<file path="config.mk">
export PLATFORM = sky130hd
export DESIGN_NAME = pgwr_datapath
export DESIGN_NICKNAME = d
export VERILOG_FILES = /design/src/pgwr_pkg.sv /design/src/pgwr_datapath.sv
export SDC_FILE = /design/constraint.sdc
export NUM_CORES = 1
export LEC_CHECK = 0
export ABC_CLOCK_PERIOD_IN_PS = 3800
export BUFFER_PORTS_ARGS = -buffer_cell sky130_fd_sc_hd__buf_2
export CORE_ASPECT_RATIO = 1.25
export CORE_MARGIN = 2
export CORE_UTILIZATION = 45
export CTS_CLUSTER_SIZE = 12
export DETAILED_ROUTE_END_ITERATION = 12
export PLACE_DENSITY = 0.66
export SETUP_SLACK_MARGIN = 0.4
export SLEW_MARGIN = 20
export SYNTH_ARGS = -nofsm -noshare
export SYNTH_HDL_FRONTEND = slang
export SYNTH_SLANG_ARGS = --single-unit
export TNS_END_PERCENT = 30
</file>
<file path="constraint.sdc">
create_clock -name i_clk -period 3.8 [get_ports i_clk]
set_input_delay 0.19 -clock i_clk [delete_from_list [all_inputs] [get_ports i_clk]]
set_output_delay 0.19 -clock i_clk [all_outputs]
set_load 0.01 [all_outputs]
</file>
<file path="src/pgwr_pkg.sv">
// package for the planar graphics write/read datapath
// assumes one 100 MHz clock and a host that issues byte or word cycles
package pgwr_pkg;
	// controller index values
	localparam logic [3:0] IDX_FILL_VALUE = 4'h0;
	localparam logic [3:0] IDX_FILL_ENABLE = 4'h1;
	localparam logic [3:0] IDX_CMP_COLOUR = 4'h2;
	localparam logic [3:0] IDX_ROT_FUNC = 4'h3;
	localparam logic [3:0] IDX_READ_PLANE = 4'h4;
	localparam logic [3:0] IDX_MODE_CTRL = 4'h5;
	localparam logic [3:0] IDX_MEM_MAP = 4'h6;
	localparam logic [3:0] IDX_CMP_ENABLE = 4'h7;
	localparam logic [3:0] IDX_WRITE_MASK = 4'h8;
	// display-timing index of the latch readback
	localparam logic [7:0] IDX_LATCH_READBACK = 8'h22;
	// field positions
	localparam int ROT_CNT_LSB = 0;
	localparam int FUNC_LSB = 3;
	localparam int WMODE_LSB = 0;
	localparam int RMODE_BIT = 3;
	localparam int ODDEVEN_BIT = 4;
	// writable bit masks; other bits are reserved and read zero
	localparam logic [7:0] MASK_PLANE4 = 8'h0f;
	localparam logic [7:0] MASK_ROT_FUNC = 8'h1f;
	localparam logic [7:0] MASK_READ_PLANE = 8'h03;
	localparam logic [7:0] MASK_MODE_CTRL = 8'h7b;
	localparam logic [7:0] MASK_MEM_MAP = 8'h0f;
	localparam logic [7:0] MASK_FULL = 8'hff;
	// reset values
	localparam logic [7:0] RST_ZERO = 8'h00;
	localparam logic [7:0] RST_WRITE_MASK = 8'hff;
	// write modes and logical functions
	localparam logic [1:0] WM_FILL = 2'h0;
	localparam logic [1:0] WM_LATCH = 2'h1;
	localparam logic [1:0] WM_COLOUR = 2'h2;
	localparam logic [1:0] WM_MASKED = 2'h3;
	localparam logic [1:0] FN_PASS = 2'h0;
	localparam logic [1:0] FN_AND = 2'h1;
	localparam logic [1:0] FN_OR = 2'h2;
	localparam logic [1:0] FN_XOR = 2'h3;
endpackage : pgwr_pkg

</file>
<file path="src/pgwr_datapath.sv">
// planar display-memory datapath: controller registers, write path, reads
// assumes the host strobes are synchronous to i_clk, one cycle each, and
// that memory read data is valid in the cycle of i_mem_rd
//
// Functional notes
// RULE1 - write-only index register selects data register
// RULE2 - one data port reaches indexed registers
// RULE3 - mode 0 enabled planes take fill bit
// RULE4 - fill enable picks host data or constant
// RULE5 - fill enable only acts in mode 0
// RULE6 - compare read returns per-pixel colour match
// RULE7 - host data rotated right, modes 0 and 3
// RULE8 - function: pass, and, or, xor latches
// RULE9 - plane-select read returns chosen plane byte
// RULE10 - odd/even drops bit0, quad drops both
// RULE11 - four write modes, per byte lane
// RULE12 - unfilled planes get rotated host data
// RULE13 - mode 1 writes latches, ignores host data
// RULE14 - every memory read reloads all latches
// RULE15 - mode 2 host data is pixel colour
// RULE16 - mode 2 ignores fill, keeps function
// RULE17 - mode 3 rotated data and mask
// RULE18 - mode 3 mask picks fill or latch
// RULE19 - index 22h reads selected latch, read-only
// RULE20 - order: rotate, fill, function, mask
// RULE21 - read mode bit picks compare reads
// RULE22 - compare enable excludes planes at zero
// RULE23 - bit mask zero takes latch, all planes
// RULE24 - bit mask governs all written data
// RULE25 - reserved bits read zero
module pgwr_datapath
	import pgwr_pkg::*;
(
	input wire logic i_clk,
	input wire logic i_rst,
	input wire logic i_idx_wr,
	input wire logic [7:0] i_idx_wdata,
	input wire logic i_data_wr,
	input wire logic i_data_rd,
	input wire logic [7:0] i_data_wdata,
	output logic [7:0] o_data_rdata,
	input wire logic i_crt_rd,
	input wire logic [7:0] i_crt_index,
	output logic [7:0] o_crt_rdata,
	input wire logic i_quad_mode,
	input wire logic i_mem_wr,
	input wire logic i_mem_rd,
	input wire logic [1:0] i_mem_be,
	input wire logic [15:0] i_mem_wdata,
	input wire logic [63:0] i_mem_rdata,
	output logic [15:0] o_mem_rdata,
	output logic [63:0] o_plane_wdata,
	output logic [1:0] o_plane_we
);

	////////////////////////////////////////////////////////////////////
	// registers
	logic [3:0] index_q;
	logic [7:0] fill_value_q;
	logic [7:0] fill_enable_q;
	logic [7:0] cmp_colour_q;
	logic [7:0] rot_func_q;
	logic [7:0] read_plane_q;
	logic [7:0] mode_ctrl_q;
	logic [7:0] mem_map_q;
	logic [7:0] cmp_enable_q;
	logic [7:0] write_mask_q;
	logic [31:0] latch_q;
	logic [7:0] data_rd_d;

	// index pointer, writes only, upper bits dropped
	always_ff @(posedge i_clk) begin
		if (i_rst) begin
			index_q <= 4'h0;
		end else if (i_idx_wr) begin
			index_q <= i_idx_wdata[3:0]; // RULE1
		end
	end

	// index port checks
	a_index_low: assert property ( // RULE1
		@(posedge i_clk) disable iff (i_rst)
		i_idx_wr |=> index_q == $past(i_idx_wdata[3:0]))
		else $error("index not taken");
	a_index_hold: assert property ( // RULE1
		@(posedge i_clk) disable iff (i_rst)
		!i_idx_wr |=> $stable(index_q))
		else $error("index moved without a write");

	// indexed register writes, reserved bits forced to zero
	always_ff @(posedge i_clk) begin
		if (i_rst) begin
			fill_value_q <= RST_ZERO;
			fill_enable_q <= RST_ZERO;
			cmp_colour_q <= RST_ZERO;
			rot_func_q <= RST_ZERO;
			read_plane_q <= RST_ZERO;
			mode_ctrl_q <= RST_ZERO;
			mem_map_q <= RST_ZERO;
			cmp_enable_q <= RST_ZERO;
			write_mask_q <= RST_WRITE_MASK;
		end else if (i_data_wr) begin
			case (index_q) // RULE2
			IDX_FILL_VALUE: fill_value_q <= i_data_wdata & MASK_PLANE4; // RULE25
			IDX_FILL_ENABLE: fill_enable_q <= i_data_wdata & MASK_PLANE4;
			IDX_CMP_COLOUR: cmp_colour_q <= i_data_wdata & MASK_PLANE4;
			IDX_ROT_FUNC: rot_func_q <= i_data_wdata & MASK_ROT_FUNC;
			IDX_READ_PLANE: read_plane_q <= i_data_wdata & MASK_READ_PLANE;
			IDX_MODE_CTRL: mode_ctrl_q <= i_data_wdata & MASK_MODE_CTRL;
			IDX_MEM_MAP: mem_map_q <= i_data_wdata & MASK_MEM_MAP;
			IDX_CMP_ENABLE: cmp_enable_q <= i_data_wdata & MASK_PLANE4;
			IDX_WRITE_MASK: write_mask_q <= i_data_wdata & MASK_FULL;
			default: ;
			endcase
		end
	end

	// data port read mux
	always_comb begin
		case (index_q)
		IDX_FILL_VALUE: data_rd_d = fill_value_q;
		IDX_FILL_ENABLE: data_rd_d = fill_enable_q;
		IDX_CMP_COLOUR: data_rd_d = cmp_colour_q;
		IDX_ROT_FUNC: data_rd_d = rot_func_q;
		IDX_READ_PLANE: data_rd_d = read_plane_q;
		IDX_MODE_CTRL: data_rd_d = mode_ctrl_q;
		IDX_MEM_MAP: data_rd_d = mem_map_q;
		IDX_CMP_ENABLE: data_rd_d = cmp_enable_q;
		IDX_WRITE_MASK: data_rd_d = write_mask_q;
		default: data_rd_d = 8'h00; // RULE25
		endcase
	end

	// data port read register
	always_ff @(posedge i_clk) begin
		if (i_rst) begin
			o_data_rdata <= 8'h00;
		end else if (i_data_rd) begin
			o_data_rdata <= data_rd_d;
		end
	end

	// register port checks
	a_reserved_zero: assert property ( // RULE25
		@(posedge i_clk) disable iff (i_rst)
		fill_value_q[7:4] == 4'h0 && rot_func_q[7:5] == 3'h0)
		else $error("reserved bits set");
	a_mode_reserved: assert property ( // RULE25
		@(posedge i_clk) disable iff (i_rst)
		read_plane_q[7:2] == 6'h0 && mode_ctrl_q[7] == 1'b0
		&& mode_ctrl_q[2] == 1'b0 && cmp_enable_q[7:4] == 4'h0)
		else $error("reserved mode bits set");
	a_data_rd_zero: assert property ( // RULE25
		@(posedge i_clk) disable iff (i_rst)
		i_data_rd && index_q > IDX_WRITE_MASK |=> o_data_rdata == 8'h00)
		else $error("unused index read not zero");
	a_rdata_hold: assert property ( // RULE2
		@(posedge i_clk) disable iff (i_rst)
		!i_data_rd |=> $stable(o_data_rdata))
		else $error("data port read value moved");

	////////////////////////////////////////////////////////////////////
	// field decode
	logic [2:0] rot_cnt;
	logic [1:0] func_sel;
	logic [1:0] wmode;
	logic rmode;
	logic odd_even;
	logic [1:0] eff_plane;
	assign rot_cnt = rot_func_q[ROT_CNT_LSB +: 3];
	assign func_sel = rot_func_q[FUNC_LSB +: 2];
	assign wmode = mode_ctrl_q[WMODE_LSB +: 2];
	assign rmode = mode_ctrl_q[RMODE_BIT];
	assign odd_even = mode_ctrl_q[ODDEVEN_BIT];

	// effective read plane, low bit or both dropped by addressing mode
	always_comb begin
		if (i_quad_mode) begin
			eff_plane = 2'h0; // RULE10
		end else if (odd_even) begin
			eff_plane = {read_plane_q[1], 1'b0}; // RULE10
		end else begin
			eff_plane = read_plane_q[1:0]; // RULE9
		end
	end

	// latch readback on the display-timing port, writes never decoded
	always_ff @(posedge i_clk) begin
		if (i_rst) begin
			o_crt_rdata <= 8'h00;
		end else if (i_crt_rd) begin
			if (i_crt_index == IDX_LATCH_READBACK) begin
				o_crt_rdata <= latch_q[read_plane_q[1:0]*8 +: 8]; // RULE19
			end else begin
				o_crt_rdata <= 8'h00;
			end
		end
	end

	// latch readback checks, field taken as written
	a_crt_readback: assert property ( // RULE19
		@(posedge i_clk) disable iff (i_rst)
		i_crt_rd && i_crt_index == IDX_LATCH_READBACK && !i_mem_rd
		|=> o_crt_rdata == latch_q[$past(read_plane_q[1:0])*8 +: 8])
		else $error("latch readback wrong");
	a_crt_other: assert property ( // RULE19
		@(posedge i_clk) disable iff (i_rst)
		i_crt_rd && i_crt_index != IDX_LATCH_READBACK |=> o_crt_rdata == 8'h00)
		else $error("other display index not zero");

	////////////////////////////////////////////////////////////////////
	// per byte lane: read result and write data
	logic [15:0] rd_lane;
	genvar l;
	generate
		for (l = 0; l < 2; l++) begin : g_lane
			logic [31:0] mem_b;
			logic [7:0] host_b;
			logic [7:0] rot_b;
			logic [7:0] match_b;
			logic [7:0] pix_mask;
			logic [31:0] src_b;
			logic [31:0] fn_b;
			logic [31:0] out_b;
			logic [31:0] wr_q;
			assign mem_b = {i_mem_rdata[48 + l*8 +: 8],
				i_mem_rdata[32 + l*8 +: 8],
				i_mem_rdata[16 + l*8 +: 8],
				i_mem_rdata[l*8 +: 8]};
			assign host_b = i_mem_wdata[l*8 +: 8];
			// rotate right by count
			assign rot_b = 8'((16'({host_b, host_b}) >> rot_cnt)); // RULE7

			// colour compare per pixel
			always_comb begin
				for (int p = 0; p < 8; p++) begin
					match_b[p] = 1'b1;
					for (int k = 0; k < 4; k++) begin
						if (cmp_enable_q[k] &&
							(mem_b[k*8 + p] != cmp_colour_q[k])) begin
							match_b[p] = 1'b0; // RULE6 RULE22
						end
					end
				end
			end
			assign rd_lane[l*8 +: 8] = rmode ? match_b : // RULE21
				mem_b[eff_plane*8 +: 8]; // RULE9

			// source select, function, mask merge per plane
			always_comb begin
				pix_mask = write_mask_q; // RULE23
				src_b = 32'h0;
				fn_b = 32'h0;
				out_b = 32'h0;
				if (wmode == WM_MASKED) begin
					pix_mask = rot_b & write_mask_q; // RULE17
				end
				for (int k = 0; k < 4; k++) begin
					case (wmode) // RULE11 RULE20
					WM_FILL: begin
						if (fill_enable_q[k]) begin // RULE4 RULE5
							src_b[k*8 +: 8] = {8{fill_value_q[k]}}; // RULE3
						end else begin
							src_b[k*8 +: 8] = rot_b; // RULE12
						end
					end
					WM_COLOUR: src_b[k*8 +: 8] = {8{host_b[k]}}; // RULE15 RULE16
					WM_MASKED: src_b[k*8 +: 8] = {8{fill_value_q[k]}}; // RULE18
					default: src_b[k*8 +: 8] = latch_q[k*8 +: 8]; // RULE13
					endcase
					case (func_sel) // RULE8
					FN_AND: fn_b[k*8 +: 8] = src_b[k*8 +: 8] & latch_q[k*8 +: 8];
					FN_OR: fn_b[k*8 +: 8] = src_b[k*8 +: 8] | latch_q[k*8 +: 8];
					FN_XOR: fn_b[k*8 +: 8] = src_b[k*8 +: 8] ^ latch_q[k*8 +: 8];
					default: fn_b[k*8 +: 8] = src_b[k*8 +: 8];
					endcase
					// mode 1 and mode 3 take no function
					if (wmode == WM_LATCH || wmode == WM_MASKED) begin
						fn_b[k*8 +: 8] = src_b[k*8 +: 8];
					end
					out_b[k*8 +: 8] = (fn_b[k*8 +: 8] & pix_mask) |
						(latch_q[k*8 +: 8] & ~pix_mask); // RULE24
					if (wmode == WM_LATCH) begin
						out_b[k*8 +: 8] = latch_q[k*8 +: 8]; // RULE13
					end
				end
			end

			// write data register per lane, one process per flop set
			always_ff @(posedge i_clk) begin
				if (i_rst) begin
					wr_q <= 32'h0;
				end else if (i_mem_wr && i_mem_be[l]) begin
					wr_q <= out_b;
				end
			end
			// spread the lane register over the plane-major output
			for (genvar pk = 0; pk < 4; pk++) begin : g_plane
				assign o_plane_wdata[pk*16 + l*8 +: 8] = wr_q[pk*8 +: 8];
			end
		end
	endgenerate

	// write enables, one cycle after the host write
	always_ff @(posedge i_clk) begin
		if (i_rst) begin
			o_plane_we <= 2'h0;
		end else begin
			o_plane_we <= i_mem_wr ? i_mem_be : 2'h0; // RULE11
		end
	end

	// write path checks
	a_plane_we: assert property ( // RULE11
		@(posedge i_clk) disable iff (i_rst)
		i_mem_wr |=> o_plane_we == $past(i_mem_be))
		else $error("write enable wrong");
	a_we_idle: assert property ( // RULE11
		@(posedge i_clk) disable iff (i_rst)
		!i_mem_wr |=> o_plane_we == 2'h0)
		else $error("write enable without a write");
	a_lane_hold: assert property ( // RULE11
		@(posedge i_clk) disable iff (i_rst)
		i_mem_wr && !i_mem_be[1] |=> $stable(o_plane_wdata[15:8]))
		else $error("disabled lane changed");
	a_fill_mode0: assert property ( // RULE3
		@(posedge i_clk) disable iff (i_rst)
		i_mem_wr && i_mem_be[0] && wmode == WM_FILL && fill_enable_q[0]
		&& func_sel == FN_PASS
		|=> (o_plane_wdata[7:0] & $past(write_mask_q)) ==
		({8{$past(fill_value_q[0])}} & $past(write_mask_q)))
		else $error("fill value not written");
	a_mode1_latch: assert property ( // RULE13
		@(posedge i_clk) disable iff (i_rst)
		i_mem_wr && i_mem_be[0] && wmode == WM_LATCH && !i_mem_rd
		|=> o_plane_wdata[7:0] == latch_q[7:0])
		else $error("mode 1 did not write latches");
	a_mask_latch: assert property ( // RULE23
		@(posedge i_clk) disable iff (i_rst)
		i_mem_wr && i_mem_be[0] && !i_mem_rd
		|=> (o_plane_wdata[7:0] & ~$past(write_mask_q)) ==
		(latch_q[7:0] & ~$past(write_mask_q)))
		else $error("mask did not protect");

	// latches reload on every memory read, from lane 0 when its enable is set, else from lane 1
	always_ff @(posedge i_clk) begin
		if (i_rst) begin
			latch_q <= 32'h0;
		end else if (i_mem_rd) begin
			for (int k = 0; k < 4; k++) begin
				latch_q[k*8 +: 8] <= i_mem_be[0] ? i_mem_rdata[k*16 +: 8] :
					i_mem_rdata[k*16 + 8 +: 8]; // RULE14
			end
		end
	end

	// latch reload check
	a_latch_reload: assert property ( // RULE14
		@(posedge i_clk) disable iff (i_rst)
		i_mem_rd && i_mem_be[0] |=> latch_q[7:0] == $past(i_mem_rdata[7:0]))
		else $error("latch not reloaded");

	// memory read data register
	always_ff @(posedge i_clk) begin
		if (i_rst) begin
			o_mem_rdata <= 16'h0;
		end else if (i_mem_rd) begin
			o_mem_rdata <= rd_lane;
		end
	end

	// read path checks
	a_mem_rd_plane: assert property ( // RULE9
		@(posedge i_clk) disable iff (i_rst)
		i_mem_rd && !rmode && !i_quad_mode && !odd_even
		|=> o_mem_rdata[7:0] == $past(i_mem_rdata[read_plane_q[1:0]*16 +: 8]))
		else $error("plane read wrong");
	a_quad_plane0: assert property ( // RULE10
		@(posedge i_clk) disable iff (i_rst)
		i_mem_rd && !rmode && i_quad_mode |=> o_mem_rdata[7:0] == $past(i_mem_rdata[7:0]))
		else $error("quad read not plane 0");
	a_mem_rdata_hold: assert property ( // RULE21
		@(posedge i_clk) disable iff (i_rst)
		!i_mem_rd |=> $stable(o_mem_rdata))
		else $error("memory read value moved");

endmodule : pgwr_datapath

</file>
======== Word level (Yosys, flattened, before mapping) ========
Index checks and enable logic that the tools add are counted.
word-level totals
  bits in registers ....................... 175
  bits of input ports ..................... 115
  output and inout port bits .............. 98
operators by class
  eq/ne operators ......................... 79
  shift-type cells ........................ 5
  muxes and demuxes ....................... 116
  bitwise operators ....................... 53
  reductions and logical operators ........ 79
operators with widths
  operator                                             number
  case mux 8 bit (3 select lines)                      16
  2-to-1 mux 8 bit                                     33
  bitwise AND 8 bit                                    26
  bitwise OR 8 bit                                     16
  variable part select 32 x 6 -> 8 bit                 3
  case mux 8 bit (9 select lines)                      1
  logical AND 1 bit                                    66
  2-to-1 mux 1 bit                                     65
  inequality test 1 bit                                64
  bitwise XOR 8 bit                                    8
  right shift 16 x 3 -> 8 bit                          2
  AND reduction 2 bit                                  9
  equality test 4 x 3 -> 1 bit, second input constant  4
  inverter 8 bit                                       2
  equality test 2 bit, second input constant           4
  equality test 4 x 2 -> 1 bit, second input constant  2
  equality test 8 x 6 -> 1 bit, second input constant  1
  equality test 2 x 1 -> 1 bit, second input constant  2
  equality test 4 x 1 -> 1 bit, second input constant  1
  equality test 4 bit, second input constant           1
  zero test 4 bit                                      1
  zero test 2 bit                                      1
  2-to-1 mux 2 bit                                     1
  OR reduction 2 bit                                   1
  other kinds (2)                                      2

======== Logic depth before layout (Yosys ltp) ========
Gate-level depths: netlist (run 1).
  depth after elaboration ................. 9
  depth in mapped cells ................... 12
  gate-level depth less buffers ........... 10

======== Worst setup path before layout (run 1) ========
No wires, ideal clock.
  path type ............................... flip-flop to flip-flop
  start point ............................. register mode_ctrl_q[0]
  end point ............................... register g_lane[1].wr_q[2]
  arrival ................................. 2.552 ns
  required time ........................... 3.659 ns
  slack ................................... 1.107 ns
  stages on the path, launching flop included .. 13
  buffers on the path ..................... 2
  period minus slack after synthesis ...... 2.693 ns
  cells stage by stage .................... dfxtp_1 buf_2 buf_6 mux2_2 a21oi_1 a21oi_1 a21o_1 ha_1 mux2_2 a21oi_1 o31ai_1 o211ai_1 o311ai_0
on the way
  word-level cells in the longest chain between the ends .. 8
  elaborated cells between the ends (all ways) .. 17
  those cells by class .................... eq/ne: 3; mux: 5; bitwise: 7; reduce/logical: 2
ends and longest elaborated chain
  element                                            line                                                              text
  start, declared                                    pgwr_datapath.sv:64                                               logic [7:0] mode_ctrl_q;
  start signal, assigned                             pgwr_datapath.sv:109                                              IDX_MODE_CTRL: mode_ctrl_q <= i_data_wdata & MASK_MODE_CTRL;
  equality test 2 bit, or another cell as far along  pgwr_datapath.sv:255, pgwr_datapath.sv:259, pgwr_datapath.sv:278
  case mux 8 bit (3 select lines)                    pgwr_datapath.sv:259                                              case (wmode)
  bitwise XOR 8 bit, or another cell as far along    pgwr_datapath.sv:274                                              FN_XOR: fn_b[k*8 +: 8] = src_b[k*8 +: 8] ^ latch_q[k*8 +: 8];
  case mux 8 bit (3 select lines)                    pgwr_datapath.sv:271                                              case (func_sel)
  2-to-1 mux 8 bit                                   pgwr_datapath.sv:278                                              if (wmode == WM_LATCH || wmode == WM_MASKED) begin
  bitwise AND 8 bit                                  pgwr_datapath.sv:281                                              out_b[k*8 +: 8] = (fn_b[k*8 +: 8] & pix_mask) |
  bitwise OR 8 bit                                   pgwr_datapath.sv:281
  2-to-1 mux 8 bit (*)                               pgwr_datapath.sv:283                                              if (wmode == WM_LATCH) begin
  end signal, assigned                               pgwr_datapath.sv:294                                              wr_q <= out_b;
  end, declared                                      pgwr_datapath.sv:225                                              logic [31:0] wr_q;
Every way passes the cells marked *; elsewhere a longest branch is shown, timed or not.
A chain may end at the register's enable or synchronous reset.

======== Final worst setup path (run 1) ========
  start point ............................. register rot_func_q[1]
  end point ............................... register g_lane[1].wr_q[11]
on the way
  word-level cells in the longest chain between the ends .. 9
  elaborated cells between the ends (all ways) .. 15
  those cells by class .................... shift: 1; mux: 6; bitwise: 8
ends and longest elaborated chain
  element                                          line                  text
  start, declared                                  pgwr_datapath.sv:62   logic [7:0] rot_func_q;
  start signal, assigned                           pgwr_datapath.sv:107  IDX_ROT_FUNC: rot_func_q <= i_data_wdata & MASK_ROT_FUNC;
  right shift 16 x 3 -> 8 bit (*)                  pgwr_datapath.sv:232  assign rot_b = 8'((16'({host_b, host_b}) >> rot_cnt));
  2-to-1 mux 8 bit                                 pgwr_datapath.sv:261  if (fill_enable_q[k]) begin
  case mux 8 bit (3 select lines)                  pgwr_datapath.sv:259
  bitwise XOR 8 bit, or another cell as far along  pgwr_datapath.sv:274
  case mux 8 bit (3 select lines)                  pgwr_datapath.sv:271
  2-to-1 mux 8 bit                                 pgwr_datapath.sv:278
  bitwise AND 8 bit                                pgwr_datapath.sv:281
  bitwise OR 8 bit (*)                             pgwr_datapath.sv:281
  2-to-1 mux 8 bit (*)                             pgwr_datapath.sv:283
Marked as above.

==> results of run 1 <==
==> worst min path at each step <==
stage,startpoint,endpoint,slack (ps),cells past startpoint
after floorplan,i_data_wdata[2],write_mask_q[2],310,1
after global placement,i_data_wdata[7],write_mask_q[7],420,3
after detailed placement,i_data_wdata[7],write_mask_q[7],420,3
after CTS,i_data_wdata[4],write_mask_q[4],30,3
after global routing,i_data_wdata[4],write_mask_q[4],60,3
final,i_data_wdata[4],write_mask_q[4],40,3
==> logic make-up (layout without fill, tap and decap cells) <==
logic type | Yosys count | in the layout | synth area share
flops | 175 | 175 | 0.261
mux | 205 | 205 | 0.211
compound gates | 501 | 501 | 0.267
xor+xnor | 64 | 64 | 0.0418
buf+inv | 156 | 315 | 0.0514
fa+ha+maj | 64 | 64 | 0.0597
simple gates | 306 | 306 | 0.108
==> flip-flops by register name, indices dropped and copies added, names as in the netlist <==
signal / count
fill_value_q: 4
cmp_colour_q: 4
o_mem_rdata: 16
rot_func_q: 5
mode_ctrl_q: 6
write_mask_q: 8
o_crt_rdata: 8
g_lane.wr_q: 64
index_q: 4
o_plane_we: 2
cmp_enable_q: 4
mem_map_q: 4
fill_enable_q: 4
read_plane_q: 2
o_data_rdata: 8
latch_q: 32
==> routing by layer <==
metal  vias up  GRT usage
met1      6097      0.385
met2       647      0.445
met4         4      0.168
met3       130     0.0434
met5         -          0
li1       5905          -
==> worst max-delay path, cell delays in order, from the launching register on <==
cell	delay, ps
sky130_fd_sc_hd__dfxtp_1	630
sky130_fd_sc_hd__buf_4	300
sky130_fd_sc_hd__mux4_2	610
sky130_fd_sc_hd__mux2i_1	390
sky130_fd_sc_hd__a21oi_1	170
sky130_fd_sc_hd__a21o_1	190
sky130_fd_sc_hd__ha_1	270
sky130_fd_sc_hd__mux2_2	270
sky130_fd_sc_hd__o22ai_1	150
sky130_fd_sc_hd__o221ai_1	120
==> placed cells by master (no fill, tap or decap), types with 7 or more instances in the layout <==
| cell | instances |
|---|---|
| sky130_fd_sc_hd__buf_2 | 207 |
| sky130_fd_sc_hd__dfxtp_1 | 172 |
| sky130_fd_sc_hd__nor2_1 | 120 |
| sky130_fd_sc_hd__mux2i_1 | 86 |
| sky130_fd_sc_hd__a21oi_1 | 86 |
| sky130_fd_sc_hd__a21o_1 | 82 |
| sky130_fd_sc_hd__nand2_1 | 79 |
| sky130_fd_sc_hd__mux2_2 | 66 |
| sky130_fd_sc_hd__xor2_1 | 64 |
| sky130_fd_sc_hd__ha_1 | 64 |
| sky130_fd_sc_hd__o21ai_0 | 50 |
| sky130_fd_sc_hd__o22ai_1 | 49 |
| sky130_fd_sc_hd__a32oi_1 | 41 |
| sky130_fd_sc_hd__a211oi_1 | 40 |
| sky130_fd_sc_hd__buf_4 | 40 |
| sky130_fd_sc_hd__a22oi_1 | 35 |
| sky130_fd_sc_hd__mux4_2 | 34 |
| sky130_fd_sc_hd__inv_1 | 28 |
| sky130_fd_sc_hd__nand3_1 | 26 |
| sky130_fd_sc_hd__nand2b_1 | 24 |
| sky130_fd_sc_hd__o221ai_1 | 21 |
| sky130_fd_sc_hd__nor2b_1 | 20 |
| sky130_fd_sc_hd__clkbuf_16 | 17 |
| sky130_fd_sc_hd__a311oi_1 | 16 |
| sky130_fd_sc_hd__o211ai_1 | 14 |
| sky130_fd_sc_hd__mux2i_4 | 12 |
| sky130_fd_sc_hd__nand3b_1 | 11 |
| sky130_fd_sc_hd__a211o_1 | 9 |
| sky130_fd_sc_hd__a2bb2oi_2 | 9 |
| sky130_fd_sc_hd__mux4_1 | 7 |
| sky130_fd_sc_hd__dlygate4sd3_1 | 7 |
==> area by class of cell <==
cell class                 count  area, um^2  share of cell area
clock inverter                15         178              0.0116
timing repair buffer         254        1410              0.0916
multi-input combinational   1140        9240               0.601
inverter                      29         109             0.00709
sequential                   175        3510               0.228
clock buffer                  17         425              0.0277
tap                          396         495              0.0323
==> power by group <==
part           switching, mW  internal [mW]  leakage, nW
Sequential             0.170           1.93         1.44
Combinational          0.518          0.436         5.09
Clock                  0.875          0.993        0.285
==> through the flow <==
stage	cells	cell area (um^2)	hold slack (ps)
3_5_place_dp	1987	14700	421
3_3_place_gp	1987	14700	415
6_report	2026	15400	39.0
5_1_grt	2026	15400	56.7
2_1_floorplan	1471	13400	308
4_1_cts	2026	15400	28.2
==> impl_summary.log, run 1 <==
INFO  metric run_status = completed
INFO  metric critPathCaptureType = flip-flop
INFO  metric initial_core_util = 0.457
INFO  metric number_of_buffers_inserted_for_hold_repair_after_clock_tree_synthesis = 7
INFO  metric drive_above_1_share = 0.264
INFO  metric ctsRootBufferMaster = sky130_fd_sc_hd__clkbuf_16
INFO  metric cts_htree_levels = 4
INFO  metric maxClockFrequency = 309 MHz
INFO  metric final-setup-viol-count = 0
INFO  metric cap_viol_max_count = 0
INFO  metric count_leader_synth = sky130_fd_sc_hd__dfxtp_1
INFO  metric dr.first_iter.drc_count = 1,123
INFO  metric post-layout-total-power = 4.92 mW
INFO  metric avgRoutedWirePerCell = 22.3 um
INFO  metric post_cts_resize_count = 0
INFO  metric num-fill-cells = 2,783
INFO  metric finalCriticalPeriod = 3230 ps
INFO  metric core.rowCount = 70
INFO  metric ir_worst_vdd = approximately 0.29 mV
INFO  metric port_buffers = 208
INFO  metric synthesis.area = 13,400 um^2
INFO  metric post-synth-top-area-fraction = 0.261
INFO  metric synth_nets = roughly 1,700
INFO  metric detail_route.drc_violations = 0
INFO  metric postCtsSetupRepairBufs = 0
INFO  metric fp.dieH = 197 um
INFO  metric dieWidth = 158 um
INFO  metric met1_length = around 19,000 um
INFO  metric synthCells = 1,471
INFO  metric fin_setup_tns = 0 ps
INFO  metric total_leakage_power = 6.81 nW
INFO  metric vias_per_cell = 6.31
INFO  metric synth_seq_cells = roughly 180
INFO  metric route.met2.wl = 20,200 um
INFO  metric insertedDiodeCount = 0
INFO  metric cts_inserted_buffers = 17
INFO  metric layout.nets = about 1,800
INFO  metric cp_data_arrival_time = 3550 ps
INFO  metric synth-async-reset-ratio = 0
INFO  metric startpoint_of_the_worst_register_to_register_path = rot_func_q[1]
INFO  metric worstSetupStartpointType = flip-flop
INFO  metric vias_in_the_first_global_route = 12,200
INFO  metric cts_tree = done
INFO  metric insertion_delay = roughly 460 ps
INFO  metric finalWirelength = around 45,000 um
INFO  metric transition_time_of_the_tightest_slew_check_pin = 1080 ps
INFO  metric area_growth = 14.5%
INFO  metric topRoutingLayerUsed = met5
INFO  metric critical_path.reg2reg.endpoint = g_lane[1].wr_q[11]
INFO  metric netlist_top_cells_area = sky130_fd_sc_hd__dfxtp_1, sky130_fd_sc_hd__mux2i_1, sky130_fd_sc_hd__ha_1
INFO  metric setup.reg_to_reg.worst_slack = 570 ps
INFO  metric synth_edf_count = 0
INFO  metric fin_worst_skew = 13.2 ps
INFO  metric number_of_different_library_cells_in_the_post_synthesis_netlist = 71
INFO  metric period_share = 0.851
INFO  metric slew_headroom = 0.276
INFO  metric die_footprint = 31,200 um^2
INFO  metric timing.final.hold_violations = 0
INFO  metric grt_antenna_before_repair = 2
INFO  metric aggregate_global_routing_overflow = 0
INFO  metric final_critical_path_setup_slack = approximately 570 ps
INFO  metric via_count = 12,800
INFO  metric worst_hold_path_type = in2reg
INFO  metric worstSetupEndpoint = g_lane[1].wr_q[11]
INFO  metric ant_nets = 0
INFO  metric routabilityCongestion = approximately 0.94
INFO  metric grt_max_degree = 77
INFO  metric ys_seq_area_frac = 0.261
INFO  metric final_util = 0.523
INFO  metric grt_setup_unrepaired = no
INFO  metric detailed_place_hpwl = 33,100 um
INFO  metric met3_length = approximately 3600 um
INFO  metric place_worst_setup_slack = 630 ps
INFO  metric dr.pass1.iters = 7
INFO  metric startpoint = rot_func_q[1]
INFO  metric grt.total_usage = 0.289
INFO  metric most_numerous_cell_types_in_the_synthesized_netlist = sky130_fd_sc_hd__dfxtp_1, sky130_fd_sc_hd__nor2_1, sky130_fd_sc_hd__a21oi_1
INFO  metric drv_slew = 0
INFO  metric clk_pin_slew = 70 ps
INFO  metric ioPinCount = 213
INFO  metric core_area = around 29,000 um^2
INFO  metric post_synth.cell_area_avg = between 9 and 10 um^2
INFO  metric global_route_wire_length_before_repair = between 60,000 and 70,000 um
INFO  metric timing.critical_path.required = between 4000 and 5000 ps
INFO  metric synthesis_warnings = 0
INFO  metric cts_buffer_depth = 2
INFO  metric yosys.area.top_type = sky130_fd_sc_hd__dfxtp_1
INFO  metric postSynth.topFlopCell = sky130_fd_sc_hd__dfxtp_1
INFO  metric timing.reg2reg.worst_path_depth = 9
INFO  metric clock_sink_count = roughly 180
INFO  metric worst-setup-path-type = reg2reg
INFO  metric pwr_density_cell = 320 nW/um^2
INFO  metric crit_path_max_fanout = 10
Note: power is estimated with default switching activity, not from simulation.
==> inputs of run 2 (changes only) <==
CORE_MARGIN = 3   (was 2)
PLACE_DENSITY = 0.69   (was 0.66)
==> impl_summary.log, run 2 (same netlist as run 1, synthesis figures left out) <==
INFO  metric run_status = completed
INFO  metric timing.final.hold_violations = 0 (unchanged)
INFO  metric dpl_cell_area = 14,700 um^2 (-0.12%)
INFO  metric cts_inserted_buffers = 17 (unchanged)
INFO  metric drv_slew = 0 (unchanged)
INFO  metric largest_register_ff_count = 64 (unchanged)
INFO  metric pwr_density_cell = 318 nW/um^2 (-0.69%)
INFO  metric dieWidth = 160 um (+1.3%)
INFO  metric worst-setup-path-type = reg2reg
INFO  metric grt.total_usage = 0.278 (-0.0112)
INFO  metric cp_data_arrival_time = 3480 ps (-70 ps)
INFO  metric met1_length = 18,600 um (-0.28%)
INFO  metric global_route_wire_length_before_repair = 70,000 um (+0.67%)
INFO  metric detailed_place_hpwl = 32,700 um (-1.3%)
INFO  metric routabilityCongestion = 0.956 (+2.0%)
INFO  metric worst_hold_slack = 42.6 ps (+3.63 ps)
INFO  metric vias_in_the_first_global_route = 12,300 (+1.1%)
INFO  metric post_cts_resize_count = 0 (unchanged)
INFO  metric dr.first_iter.drc_count = 1,237 (+10%)
INFO  metric layout.nets = 1,791 (-0.28%)
INFO  metric finalCriticalPeriod = 3160 ps (-69.7 ps)
INFO  metric transition_time_of_the_tightest_slew_check_pin = 1130 ps (+51.1 ps)
INFO  metric timing.critical_path.required = 4110 ps (about the same)
INFO  metric aggregate_global_routing_overflow = 0 (unchanged)
INFO  metric clk_pin_slew = 70 ps (about the same)
INFO  metric worst_hold_path_type = in2reg
INFO  metric grt_max_degree = 85 (+10%)
INFO  metric registers.top_by_ff_count = g_lane.wr_q
INFO  metric longest_individual_stage_delay_on_the_worst_path = 780 ps (+150 ps)
INFO  metric drive_above_1_share = 0.260 (-0.00334)
INFO  metric fp.dieH = 199 um (+1.0%)
INFO  metric insertion_delay = 460 ps (about the same)
INFO  metric vias_per_cell = 6.29 (-0.31%)
INFO  metric postCtsSetupRepairBufs = 0 (unchanged)
INFO  metric route.met2.wl = 20,500 um (+1.1%)
INFO  metric met3_length = 3750 um (+5.0%)
INFO  metric cts_htree_levels = 4 (unchanged)
INFO  metric ioPinCount = 213 (unchanged)
INFO  metric clock_sink_count = 175 (unchanged)
INFO  metric core_area = 29,300 um^2 (unchanged)
INFO  metric cts_tree = done
INFO  metric insertedDiodeCount = 0 (unchanged)
INFO  metric final-setup-viol-count = 0 (unchanged)
INFO  metric total_leakage_power = 6.78 nW (-0.38%)
INFO  metric critPathCaptureType = flip-flop
INFO  metric maxClockFrequency = 316 MHz (+2.2%)
INFO  metric worstPathBufferInverterCount = 0 (-1)
INFO  metric port_buffers = 208 (unchanged)
INFO  metric cts_buffer_depth = 2 (unchanged)
INFO  metric ant_nets = 0 (unchanged)
INFO  metric grt_setup_unrepaired = no
INFO  metric final_area = 15,300 um^2 (-0.24%)
INFO  metric crit_path_max_fanout = 10 (unchanged)
INFO  metric timing.critical_path.max_delay_family = multiplexers
INFO  metric cap_viol_max_count = 0 (unchanged)
INFO  metric number_of_buffers_inserted_for_hold_repair_after_clock_tree_synthesis = 7 (unchanged)
INFO  metric via_count = 12,700 (-0.60%)
INFO  metric die_footprint = 31,900 um^2 (+2.3%)
INFO  metric fin_setup_tns = 0 ps (unchanged)
INFO  metric initial_core_util = 0.457 (unchanged)
INFO  metric finalWirelength = 45,500 um (+0.74%)
INFO  metric fin_worst_skew = 21.1 ps (+7.88 ps)
INFO  metric cp_cell_sequence = mux4_1 -> mux2i_1 -> a21oi_1 -> a21o_1 -> ha_1 -> mux2_2 -> o22ai_1 -> o221ai_1
INFO  metric final_cell_mix = sky130_fd_sc_hd__buf_2, sky130_fd_sc_hd__dfxtp_1, sky130_fd_sc_hd__nor2_1
INFO  metric worstSetupStartpointType = flip-flop
INFO  metric detail_route.drc_violations = 0 (unchanged)
INFO  metric biggestRegsByFlops = g_lane.wr_q (64), latch_q (32), o_mem_rdata (16)
INFO  metric slew_headroom = 0.244 (-0.0319)
INFO  metric area_growth = 14.2%
INFO  metric crit_slowest_cell = sky130_fd_sc_hd__mux4_1
INFO  metric ir_worst_vdd = 0.270 mV (-8.5%)
INFO  metric post-layout-total-power = 4.88 mW (-0.92%)
INFO  metric topRoutingLayerUsed = met5
INFO  metric avgRoutedWirePerCell = 22.5 um (+1.0%)
INFO  metric layout.cells.most_common = sky130_fd_sc_hd__buf_2
INFO  metric core.rowCount = 70 (unchanged)
INFO  metric grt_antenna_before_repair = 2 (unchanged)
INFO  metric period_share = 0.832 (-0.0183)
INFO  metric ctsRootBufferMaster = sky130_fd_sc_hd__clkbuf_16
INFO  metric dr.pass1.iters = 7 (unchanged)
run 2: changes by cell type in the layout (fill, tap and decap cells not counted), sizes merged:
cell,delta
buf,-5
clkbuf,+1
clkinv,-1
clkinvlp,-1
run 2: layout make-up:
cell class,instances,area (um^2)
Fill cell,2771,14000
Multi-Input combinational cell,1140,9250
Sequential cell,175,3510
Timing Repair Buffer,249,1380
Tap cell,396,495
Clock buffer,18,429
Clock inverter,13,154
Inverter,29,109
run 2: power breakdown:
group	switching (mW)	total (mW)	internal (mW)
Clock	0.843	1.82	0.982
Combinational	0.521	0.956	0.435
Sequential	0.164	2.10	1.93
run 2: metal layers:
| layer | vias up | global-route usage |
|---|---|---|
| met5 | - | 0 |
| met4 | 4 | 0.156 |
| li1 | 5897 | - |
| met1 | 6014 | 0.362 |
| met3 | 138 | 0.0475 |
| met2 | 653 | 0.439 |
run 2: metrics by stage:
step	worst slack [ps]	instances	utilization
after global placement	752	1982	0.500
after floorplan	1110	1471	-
after global routing	455	2020	0.522
final	637	2020	0.522
after detailed placement	673	1982	0.500
after CTS	648	2020	0.522
run 2: worst paths after layout:
kind | start | to | slack, ps | cells after the start
min | i_data_wdata[4] | write_mask_q[4] | 40 | 3
max | rot_func_q[1] | g_lane[1].wr_q[16] | 640 | 8
max reg2reg | rot_func_q[1] | g_lane[1].wr_q[16] | 640 | 8
min reg2reg | g_lane[1].wr_q[31] | g_lane[1].wr_q[31] | 460 | 2
run 2: worst min-delay path, delay by kind of cell:
kind | cells | cell delay, ps
buffers and inverters | 1 | 140
AND/OR/NAND/NOR | 2 | 130
